$ cat src/design/deser_regs_pkg.sv
// constants, register map and carrier types of the deserializer control/status bank
package deser_regs_pkg;
  localparam int ADDR_W = 8;
  localparam int DATA_W = 8;
  // register offsets
  localparam logic [7:0] OFF_TEST_GPIO = 8'h06;
  localparam logic [7:0] OFF_RSVD_A = 8'h07;
  localparam logic [7:0] OFF_SYNC_FILT = 8'h08;
  localparam logic [7:0] OFF_RSVD_B = 8'h09;
  localparam logic [7:0] OFF_RSVD_C = 8'h0a;
  localparam logic [7:0] OFF_RSVD_D = 8'h0b;
  localparam logic [7:0] OFF_ERR_THR = 8'h0c;
  localparam logic [7:0] OFF_DEC_ERR = 8'h0d;
  localparam logic [7:0] OFF_PAT_ERR = 8'h0e;
  localparam logic [7:0] OFF_OUT_WAKE = 8'h0f;
  localparam logic [7:0] OFF_RSVD_RO = 8'h10;
  localparam logic [7:0] OFF_REV_RATE = 8'h11;
  localparam logic [7:0] OFF_AUDIO_CLK = 8'h12;
  localparam logic [7:0] OFF_RSVD_E = 8'h13;
  localparam logic [7:0] OFF_AUTO_INT = 8'h15;
  localparam logic [7:0] OFF_IMMUNITY = 8'h16;
  localparam logic [7:0] OFF_IRQ_STATUS = 8'h20;
  localparam logic [7:0] OFF_IRQ_MASK = 8'h21;
  // reset values
  localparam logic [7:0] RST_RSVD_A = 8'h54;
  localparam logic [7:0] RST_RSVD_B = 8'hc8;
  localparam logic [7:0] RST_RSVD_C = 8'h10;
  localparam logic [7:0] RST_RSVD_D = 8'h20;
  localparam logic [7:0] RST_RSVD_E = 8'h10;
  localparam logic [4:0] RST_SYNC_FILT_HI = 5'h06;
  localparam logic [6:0] RST_REV_RATE_LO = 7'h22;
  localparam logic [6:0] RST_IMMUNITY_LO = 7'h5a;
  localparam logic [1:0] RST_GP_DRIVE = 2'h3;
  localparam logic RST_AUTO_INT = 1'b1;
  localparam logic [7:0] RST_ZERO = 8'h00;
  // field positions
  localparam int BIT_PAT_TYPE = 7;
  localparam int BIT_AUTO_CLR = 6;
  localparam int BIT_FWD_DIS = 5;
  localparam int BIT_GPI_LVL = 4;
  localparam int BIT_GP1_DRV = 3;
  localparam int BIT_GP1_LVL = 2;
  localparam int BIT_GP0_DRV = 1;
  localparam int BIT_GP0_LVL = 0;
  localparam int BIT_DE_INV = 2;
  localparam int BIT_WAKE_DIS = 1;
  localparam int BIT_INT_OUT = 0;
  localparam int BIT_TOP = 7;
  // interrupt status bits
  localparam int IRQ_DEC_ERR = 0;
  localparam int IRQ_PAT_ERR = 1;
  localparam int IRQ_WAKE = 2;
  localparam int IRQ_W = 3;
  // timing
  localparam int CLK_PERIOD_NS = 20;
  localparam int AUTO_CLR_NS = 1000;
  localparam int AUTO_CLR_CYCLES = AUTO_CLR_NS / CLK_PERIOD_NS;
  localparam int REV_SLOW_BIT_NS = 2000;
  localparam int REV_FAST_BIT_NS = 1000;
  localparam int REV_SLOW_CYCLES = REV_SLOW_BIT_NS / CLK_PERIOD_NS;
  localparam int REV_FAST_CYCLES = REV_FAST_BIT_NS / CLK_PERIOD_NS;
  typedef struct packed {
    logic [ADDR_W-1:0] addr;
    logic [DATA_W-1:0] wdata;
    logic wr;
    logic rd;
  } reg_req_t;
  typedef struct packed {
    logic de;
    logic vs;
    logic hs;
  } video_sync_t;
endpackage

$ cat src/design/deser_ctrl_status_regs.sv
// control/status register bank of the serial-link video deserializer, 0x06..0x21
// What this block does
// - pattern-type bit picks standard (0) or legacy alternate (1) pattern checker.
// - with auto-clear set, decode counter clears 1us after error output asserts.
// - general input level forwarded to remote output unless forwarding is disabled.
// - data-enable glitch filter applied unless its disable bit is set.
// - vertical-sync glitch filter applied unless its disable bit is set.
// - horizontal-sync glitch filter applied unless its disable bit is set.
// - filter-disable bits power up 0 with strap low/high, 1 with strap open.
// - writable 8-bit decode error threshold at 0x0C, reset zero.
// - read-only 8-bit decode error counter at 0x0D, reset zero, writes ignored.
// - data-enable output inverted when the invert bit is set.
// - remote wake-up honoured unless the remote-wake disable bit is set.
// - high-immunity reverse bits at 500kbps, or 1Mbps when fast bit set.
// - audio clock from pixel clock or oscillator, 7-bit divider, zero disables.
// - auto-interrupt mode: info write drives pin high, info read drives low.
// - high-immunity bit selects reverse signalling; power-up value from strap.
//
// Design decision made here: the address-and-strobe port.
module deser_ctrl_status_regs #(
  parameter int FILT_LEN = 2
)(
  input wire logic clk,
  input wire logic rst,
  input wire deser_regs_pkg::reg_req_t req,
  output logic [7:0] rd_data,
  input wire logic bus_width_strap_open,
  input wire logic immunity_strap,
  input wire logic general_input_pin,
  output logic remote_general_output,
  input wire logic gp_pin0_in,
  output logic gp_pin0_out,
  output logic gp_pin0_oe,
  input wire logic gp_pin1_in,
  output logic gp_pin1_out,
  output logic gp_pin1_oe,
  input wire logic decode_error,
  input wire logic pattern_test_run,
  input wire logic pattern_error,
  output logic pattern_type_sel,
  output logic error_out,
  input wire deser_regs_pkg::video_sync_t video_in,
  output deser_regs_pkg::video_sync_t video_out,
  input wire logic remote_wake_req,
  output logic wake_out,
  output logic high_immunity_mode,
  output logic reverse_bit_tick,
  input wire logic pixel_output_clock,
  input wire logic osc_clock,
  output logic audio_mclk,
  input wire logic av_info_wr,
  input wire logic av_info_rd,
  output logic interrupt_output,
  output logic irq
);
  import deser_regs_pkg::*;

  localparam int FW = $clog2(FILT_LEN + 1);
  if (FILT_LEN < 2 || FILT_LEN > 15)
  begin : g_bad_filt_len
    $error("FILT_LEN must be 2..15");
  end
  logic [7:0] test_gpio_r, err_thr_r, dec_cnt_r, pat_cnt_r, audio_clk_r, rd_data_r, rd_mux;
  logic [2:0] filt_dis_r, out_wake_r, filt_q;
  logic [IRQ_W-1:0] irq_stat_r, irq_mask_r, irq_evt;
  logic [6:0] rev_cnt_r, mclk_cnt_r, rev_period;
  logic [5:0] clr_cnt_r;
  logic rev_fast_r, auto_int_r, high_imm_r, strap_done_r, err_r, rev_tick_r, mclk_r;
  logic src_prev_r, int_auto_r, int_pin_r, fwd_r, wake_r, wr_hit, auto_clear_fire;
  logic src_level, src_rise;
  video_sync_t vout_r;
  function automatic logic hit(input logic [7:0] off);
    hit = req.wr && (req.addr == off);
  endfunction
  // software-writable control bits; straps are caught on the first edge after release
  always_ff @(posedge clk or posedge rst)
  begin
    if (rst)
    begin
      test_gpio_r <= {6'h00, RST_GP_DRIVE[1], 1'b0} | {4'h0, RST_GP_DRIVE[0], 3'h0};
      filt_dis_r <= 3'h0;
      high_imm_r <= 1'b0;
      strap_done_r <= 1'b0;
      err_thr_r <= RST_ZERO;
      out_wake_r <= 3'h0;
      rev_fast_r <= 1'b0;
      audio_clk_r <= RST_ZERO;
      auto_int_r <= RST_AUTO_INT;
      irq_mask_r <= '0;
    end
    else
    begin
      strap_done_r <= 1'b1;
      if (!strap_done_r)
      begin
        filt_dis_r <= {3{bus_width_strap_open}};
        high_imm_r <= immunity_strap;
      end
      if (hit(OFF_TEST_GPIO))
        test_gpio_r <= req.wdata;
      if (hit(OFF_SYNC_FILT))
        filt_dis_r <= req.wdata[2:0];
      if (hit(OFF_ERR_THR))
        err_thr_r <= req.wdata;
      if (hit(OFF_OUT_WAKE))
        out_wake_r <= req.wdata[2:0];
      if (hit(OFF_REV_RATE))
        rev_fast_r <= req.wdata[BIT_TOP];
      if (hit(OFF_AUDIO_CLK))
        audio_clk_r <= req.wdata;
      if (hit(OFF_AUTO_INT))
        auto_int_r <= req.wdata[BIT_TOP];
      if (hit(OFF_IMMUNITY))
        high_imm_r <= req.wdata[BIT_TOP];
      if (hit(OFF_IRQ_MASK))
        irq_mask_r <= req.wdata[IRQ_W-1:0];
    end
  end
  // decode errors: error output is judged against the threshold
  assign wr_hit = hit(OFF_DEC_ERR);
  assign auto_clear_fire = test_gpio_r[BIT_AUTO_CLR] && err_r &&
    (clr_cnt_r == 6'(AUTO_CLR_CYCLES - 1));
  always_ff @(posedge clk or posedge rst)
  begin
    if (rst)
    begin
      dec_cnt_r <= RST_ZERO;
      err_r <= 1'b0;
      clr_cnt_r <= 6'h00;
    end
    else
    begin
      // counter saturates so a long burst never wraps back under the threshold
      if (auto_clear_fire)
        dec_cnt_r <= RST_ZERO;
      else if (decode_error && dec_cnt_r != 8'hff)
        dec_cnt_r <= dec_cnt_r + 8'h01;
      err_r <= !auto_clear_fire && (dec_cnt_r > err_thr_r);
      if (err_r && test_gpio_r[BIT_AUTO_CLR] && !auto_clear_fire)
        clr_cnt_r <= clr_cnt_r + 6'h01;
      else
        clr_cnt_r <= 6'h00;
    end
  end
  // pattern checker mismatches, only while the test runs
  always_ff @(posedge clk or posedge rst)
  begin
    if (rst)
      pat_cnt_r <= RST_ZERO;
    else if (pattern_test_run && pattern_error && pat_cnt_r != 8'hff)
      pat_cnt_r <= pat_cnt_r + 8'h01;
  end
  // glitch filters: a new level is taken only after FILT_LEN stable cycles
  for (genvar g = 0; g < 3; g++)
  begin : g_filt
    logic [FW-1:0] cnt_r;
    logic lvl_r;
    always_ff @(posedge clk or posedge rst)
    begin
      if (rst)
      begin
        cnt_r <= '0;
        lvl_r <= 1'b0;
      end
      else if (video_in[g] == lvl_r)
        cnt_r <= '0;
      else if (cnt_r == FW'(FILT_LEN - 1))
      begin
        lvl_r <= video_in[g];
        cnt_r <= '0;
      end
      else
        cnt_r <= cnt_r + FW'(1);
    end
    assign filt_q[g] = filt_dis_r[g] ? video_in[g] : lvl_r;
  end

  always_ff @(posedge clk or posedge rst)
  begin
    if (rst)
      vout_r <= '0;
    else
      vout_r <= {filt_q[2] ^ out_wake_r[BIT_DE_INV], filt_q[1], filt_q[0]};
  end
  // forwarding, wake-up and general pins
  always_ff @(posedge clk or posedge rst)
  begin
    if (rst)
    begin
      fwd_r <= 1'b0;
      wake_r <= 1'b0;
    end
    else
    begin
      if (!test_gpio_r[BIT_FWD_DIS])
        fwd_r <= general_input_pin;
      wake_r <= remote_wake_req && !out_wake_r[BIT_WAKE_DIS];
    end
  end
  // open-drain style: the pin is pulled low while its drive bit is 0
  assign gp_pin0_out = 1'b0;
  assign gp_pin1_out = 1'b0;
  assign gp_pin0_oe = !test_gpio_r[BIT_GP0_DRV];
  assign gp_pin1_oe = !test_gpio_r[BIT_GP1_DRV];
  // reverse channel bit clock, only in high-immunity signalling
  assign rev_period = rev_fast_r ? 7'(REV_FAST_CYCLES) : 7'(REV_SLOW_CYCLES);

  always_ff @(posedge clk or posedge rst)
  begin
    if (rst)
    begin
      rev_cnt_r <= 7'h00;
      rev_tick_r <= 1'b0;
    end
    else if (!high_imm_r)
    begin
      rev_cnt_r <= 7'h00;
      rev_tick_r <= 1'b0;
    end
    else
    begin
      rev_tick_r <= rev_cnt_r == rev_period - 7'h01;
      rev_cnt_r <= (rev_cnt_r >= rev_period - 7'h01) ? 7'h00 : rev_cnt_r + 7'h01;
    end
  end
  // audio master clock; divider 1 leaves the output high, a known limitation
  assign src_level = audio_clk_r[BIT_TOP] ? osc_clock : pixel_output_clock;
  assign src_rise = src_level && !src_prev_r;

  always_ff @(posedge clk or posedge rst)
  begin
    if (rst)
    begin
      src_prev_r <= 1'b0;
      mclk_cnt_r <= 7'h00;
      mclk_r <= 1'b0;
    end
    else
    begin
      src_prev_r <= src_level;
      if (audio_clk_r[6:0] == 7'h00)
      begin
        mclk_cnt_r <= 7'h00;
        mclk_r <= 1'b0;
      end
      else if (src_rise)
      begin
        mclk_cnt_r <= (mclk_cnt_r >= audio_clk_r[6:0] - 7'h01) ? 7'h00 : mclk_cnt_r + 7'h01;
        mclk_r <= {1'b0, mclk_cnt_r} < (({1'b0, audio_clk_r[6:0]} + 8'h01) >> 1);
      end
    end
  end
  // interrupt pin: automatic from info-byte traffic, else from the register bit
  always_ff @(posedge clk or posedge rst)
  begin
    if (rst)
    begin
      int_auto_r <= 1'b0;
      int_pin_r <= 1'b0;
    end
    else
    begin
      // a write in the same cycle as a read wins, so the raise is not lost
      if (av_info_wr)
        int_auto_r <= 1'b1;
      else if (av_info_rd)
        int_auto_r <= 1'b0;
      int_pin_r <= auto_int_r ? (av_info_wr || (int_auto_r && !av_info_rd))
        : out_wake_r[BIT_INT_OUT];
    end
  end
  // sticky interrupt status, cleared by reading it; a new event beats the clear
  assign irq_evt[IRQ_DEC_ERR] = (dec_cnt_r > err_thr_r) && !err_r;
  assign irq_evt[IRQ_PAT_ERR] = pattern_test_run && pattern_error;
  assign irq_evt[IRQ_WAKE] = remote_wake_req && !out_wake_r[BIT_WAKE_DIS] && !wake_r;

  always_ff @(posedge clk or posedge rst)
  begin
    if (rst)
      irq_stat_r <= '0;
    else if (req.rd && req.addr == OFF_IRQ_STATUS)
      irq_stat_r <= irq_evt;
    else
      irq_stat_r <= irq_stat_r | irq_evt;
  end
  // read mux; reserved words read back their fixed values, unmapped read zero
  always_comb
  begin
    rd_mux = RST_ZERO;
    case (req.addr)
      OFF_TEST_GPIO: rd_mux = {test_gpio_r[7:5], general_input_pin, test_gpio_r[3],
        gp_pin1_in, test_gpio_r[1], gp_pin0_in};
      OFF_RSVD_A: rd_mux = RST_RSVD_A;
      OFF_SYNC_FILT: rd_mux = {RST_SYNC_FILT_HI, filt_dis_r};
      OFF_RSVD_B: rd_mux = RST_RSVD_B;
      OFF_RSVD_C: rd_mux = RST_RSVD_C;
      OFF_RSVD_D: rd_mux = RST_RSVD_D;
      OFF_ERR_THR: rd_mux = err_thr_r;
      OFF_DEC_ERR: rd_mux = dec_cnt_r;
      OFF_PAT_ERR: rd_mux = pat_cnt_r;
      OFF_OUT_WAKE: rd_mux = {5'h00, out_wake_r};
      OFF_RSVD_RO: rd_mux = RST_ZERO;
      OFF_REV_RATE: rd_mux = {rev_fast_r, RST_REV_RATE_LO};
      OFF_AUDIO_CLK: rd_mux = audio_clk_r;
      OFF_RSVD_E: rd_mux = RST_RSVD_E;
      OFF_AUTO_INT: rd_mux = {auto_int_r, 7'h00};
      OFF_IMMUNITY: rd_mux = {high_imm_r, RST_IMMUNITY_LO};
      OFF_IRQ_STATUS: rd_mux = {5'h00, irq_stat_r};
      OFF_IRQ_MASK: rd_mux = {5'h00, irq_mask_r};
      default: rd_mux = RST_ZERO;
    endcase
  end

  always_ff @(posedge clk or posedge rst)
  begin
    if (rst)
      rd_data_r <= RST_ZERO;
    else if (req.rd)
      rd_data_r <= rd_mux;
    else
      rd_data_r <= RST_ZERO;
  end

  assign rd_data = rd_data_r;
  assign pattern_type_sel = test_gpio_r[BIT_PAT_TYPE];
  assign error_out = err_r;
  assign remote_general_output = fwd_r;
  assign wake_out = wake_r;
  assign video_out = vout_r;
  assign high_immunity_mode = high_imm_r;
  assign reverse_bit_tick = rev_tick_r;
  assign audio_mclk = mclk_r;
  assign interrupt_output = int_pin_r;
  assign irq = |(irq_stat_r & irq_mask_r);
endmodule

$ cat config.mk
export PLATFORM = sky130hd
export DESIGN_NAME = deser_ctrl_status_regs
export DESIGN_NICKNAME = d
export VERILOG_FILES = /design/src/design/deser_regs_pkg.sv /design/src/design/deser_ctrl_status_regs.sv
export SDC_FILE = /design/constraint.sdc
export NUM_CORES = 1
export LEC_CHECK = 0
export BUFFER_PORTS_ARGS = -buffer_cell sky130_fd_sc_hd__buf_2
export CAP_MARGIN = 20
export CORE_MARGIN = 5
export CORE_UTILIZATION = 35
export CTS_CLUSTER_DIAMETER = 100
export DETAILED_ROUTE_END_ITERATION = 10
export GPL_TIMING_DRIVEN = 0
export PLACE_DENSITY_LB_ADDON = 0.15
export SYNTH_ARGS = -nofsm -noshare
export SYNTH_HDL_FRONTEND = slang
export SYNTH_SLANG_ARGS = --single-unit
$ cat constraint.sdc
create_clock -name clk -period 4.5 [get_ports clk]
set_input_delay 0.675 -clock clk [delete_from_list [all_inputs] [get_ports clk]]
set_output_delay 0.675 -clock clk [all_outputs]
set_load 0.02 [all_outputs]
==> impl_metrics.csv <==
group,metric,value,unit
sta,tns,0,ns
sta,fin_ws,1.87,ns
sta,clock_skew,0.00838,ns
place,place.gp.congestion,0.893,
worst_setup_path,critPathBufInv,2,
sta,hold_violations,0,
worst_setup_path,critPathRequiredTime,4.72,ns
logic_synthesis,syn_area,0.00563,mm2
worst_setup_path,endpoint_kind,"register",
cells_and_area,fin_nets,690,
cells_and_area,stdcell_count,843,
floorplan,die_x,137,um
clocking,cts_resized,0,
flow_run,drv_cap,0,
detailed_routing,routed_wl,14600,um
cells_and_area,n_antenna_cell,0,
logic_synthesis,synth_ff_type,"dfrtp_1",
sta,rsz0062_at_grt,"no",
hold_path,hold_class,"in -> async",
global_route,grt_pass1_vias,4345,
worst_setup_path,cp_common_cell,"ha_1",
sta,setup_viol,0,
floorplan,initial_utilization,0.356,
detailed_routing,wire_per_inst,17.3,um
detailed_routing,drt_drc_violations_left,0,
place,pre_cts_slack,1.88,ns
cells_and_area,drive_gt1_frac,0.209,
worst_setup_path,cp-startpoint,"audio_clk_r[1]",
logic_synthesis,ys_seq_area_frac,0.450,
logic_synthesis,synth_edf_count,0,
worst_setup_path,critPathKind,"reg -> reg",
clocking,clk_pin_slew,0.07,ns
place,hpwl,11300,um
detailed_routing,dr.pass1.iters,5,
worst_setup_path,critPathArrivalTime,2.85,ns
worst_setup_path,r2r-start,"audio_clk_r[1]",
power,power,0.00250,W
logic_synthesis,ys.warnings.count,0,
worst_setup_path,cp_slowest_stage_delay,0.38,ns
sta,fmax,0.381,GHz
clocking,clk_latency,0.35,ns
sta,min_period_over_period,0.584,
cells_and_area,fin_util,0.413,
logic_synthesis,synth_area_leader_cell,"dfrtp_1",
place,dp_cells,827,
worst_setup_path,critical-path-top-delay-family,"compound AO/OA/AOI/OAI gates",
worst_setup_path,cpMaxStageDelayCell,"dfrtp_1",
detailed_routing,drt_iter0_markers,315,
place,io_buffers,55,
clocking,cts_sinks,101,
global_route,grt-ovfl-total,0,
clocking,hold_buffers,0,
worst_setup_path,cp-start-kind,"register",
logic_synthesis,synth.most_common_cell,"dfrtp_1",
floorplan,pin_count,60,
floorplan,dieArea,0.0187,mm2
logic_synthesis,async_reset_ff_frac,1.00,
logic_synthesis,avgSynthCellArea,10.2,um2
sta,maxSlewViolCount,0,
clocking,cts_buffers,9,
floorplan,coreArea,0.0158,mm2
logic_synthesis,synthTopCellsByCount,"dfrtp_1 (98), nor2_1 (51), nand2_1 (49)",
outcome,status,"completed",
power,leakagePower,3.08,nW
logic_synthesis,synth_top_area_share,0.436,
sta,max_slew.worst_pin.slew,0.804,ns
global_route,grt_pass1_wl,23400,um
logic_synthesis,yosys.cell_types.count,63,
clocking,cts_tree,"built",
logic_synthesis,synth-seq-cells,101,
global_route,grt_max_degree,66,
detailed_routing,num_vias,4340,
detailed_routing,via_per_inst,5.15,
clocking,htreeDepth,3,
global_route,grt_util_all_layers,0.162,
clocking,root_buffer,"clkbuf_16",
logic_synthesis,synthCells,554,
floorplan,rows,46,
worst_setup_path,cp_max_fo,8,
global_route,antenna_found_initial,0,
detailed_routing,ant_nets,0,
logic_synthesis,synth_area_leaders,"dfrtp_1 (44%), ha_1 (7.1%), mux2_2 (5.0%), xnor2_1 (3.4%), nor2_1 (3.4%)",
clocking,ctsLongestPathBuffers,2,
floorplan,dieHeight,137,um
sta,finalCriticalPeriod,2.63,ns
power,p_per_area,382,mW/mm2
worst_setup_path,path_cells,"clkbuf_1 > inv_1 > ha_1 > nor3b_1 > xnor2_1 > ha_1 > nand4_1 > o221a_2 > o21bai_1 > a21oi_1",
cells_and_area,syn_to_final_growth,16.1,%
sta,slew_headroom,0.450,
power,ir_drop,0.000168,V
clocking,post_cts_buffers,0,
[power by group]
| group | internal [W] | switching (W) | total (W) |
|---|---|---|---|
| Clock | 0.000518 | 0.000334 | 0.000853 |
| Combinational | 0.000226 | 0.000259 | 0.000484 |
| Sequential | 0.00103 | 0.000134 | 0.00116 |
| Total | 0.00177 | 0.000728 | 0.00250 |
[layout by cell type (no fill, tap or decap), types with 8 or more instances in the layout]
cell type  instances
inv_1             24
nor2_1            51
xor2_1            16
and3_1            15
xnor2_1           22
dfrtp_1           98
mux2_2            25
a21oi_1           26
mux2_4             8
nand3_1           18
nor2b_1           12
mux2i_1           15
clkbuf_16          9
ha_1              32
nand4_1           17
buf_2             64
nand2_1           49
o21ai_0           18
[cell families (layout without fill, tap and decap cells)]
group           count (synthesis)  in the layout  synth area share
compound gates                 88             88            0.0994
flops                         101            101             0.450
fa+ha+maj                      32             32            0.0711
simple gates                  201            201             0.187
other cells                     2              3           0.00133
mux                            48             48            0.0980
xor+xnor                       38             38            0.0591
buf+inv                        44            116            0.0347
[final timing paths]
| path | endpoint | slack [ns] | depth (start not counted) |
|---|---|---|---|
| worst max-delay path | mclk_cnt_r[6] | 1.87 | 10 |
| max in group asynchronous | auto_int_r | 3.42 | 3 |
| worst min-delay path | reverse_bit_tick | 0.36 | 2 |
| worst max register to register | mclk_cnt_r[6] | 1.87 | 10 |
| worst min register to register | g_filt[0].cnt_r[0] | 0.42 | 1 |
| min in group clk | g_filt[0].cnt_r[0] | 0.42 | 1 |
[layer usage]
metal / track usage / part of all wire
met1: 0.231 / 0.48
met2: 0.248 / 0.45
met3: 0.0320 / 0.050
met4: 0.0543 / 0.018
met5: 0 / 0
[flip-flops by register name, indices dropped and copies added (netlist names), 3 cells and up]
name and flops:
irq_stat_r 3, clr_cnt_r 6, filt_dis_r 3, mclk_cnt_r 7, out_wake_r 3, g_filt.cnt_r 6, audio_clk_r 8, irq_mask_r 3
g_filt.lvl_r 3, test_gpio_r 5, rev_cnt_r 7, pat_cnt_r 8, video_out 3, err_thr_r 8, rd_data 8, dec_cnt_r 8
[area by class of cell]
| cell class | instances | area [um2] |
|---|---|---|
| multi-input combinational | 410 | 2910 |
| sequential | 101 | 2530 |
| clock inverter | 3 | 67.6 |
| clock buffer | 13 | 260 |
| timing repair buffer | 56 | 303 |
| buffer | 19 | 101 |
| tap | 216 | 270 |
| fill | 1562 | 9290 |
| inverter | 25 | 96.3 |
[per-stage QoR]
| stage | instance area [um2] | hold slack, ns |
|---|---|---|
| floorplan | 5630 | 0.401 |
| global placement | 6180 | 0.410 |
| detailed placement | 6210 | 0.420 |
| CTS | 6540 | 0.376 |
| global route | 6540 | 0.396 |
| finish | 6540 | 0.360 |
Note: power is estimated with default switching activity, not from simulation.
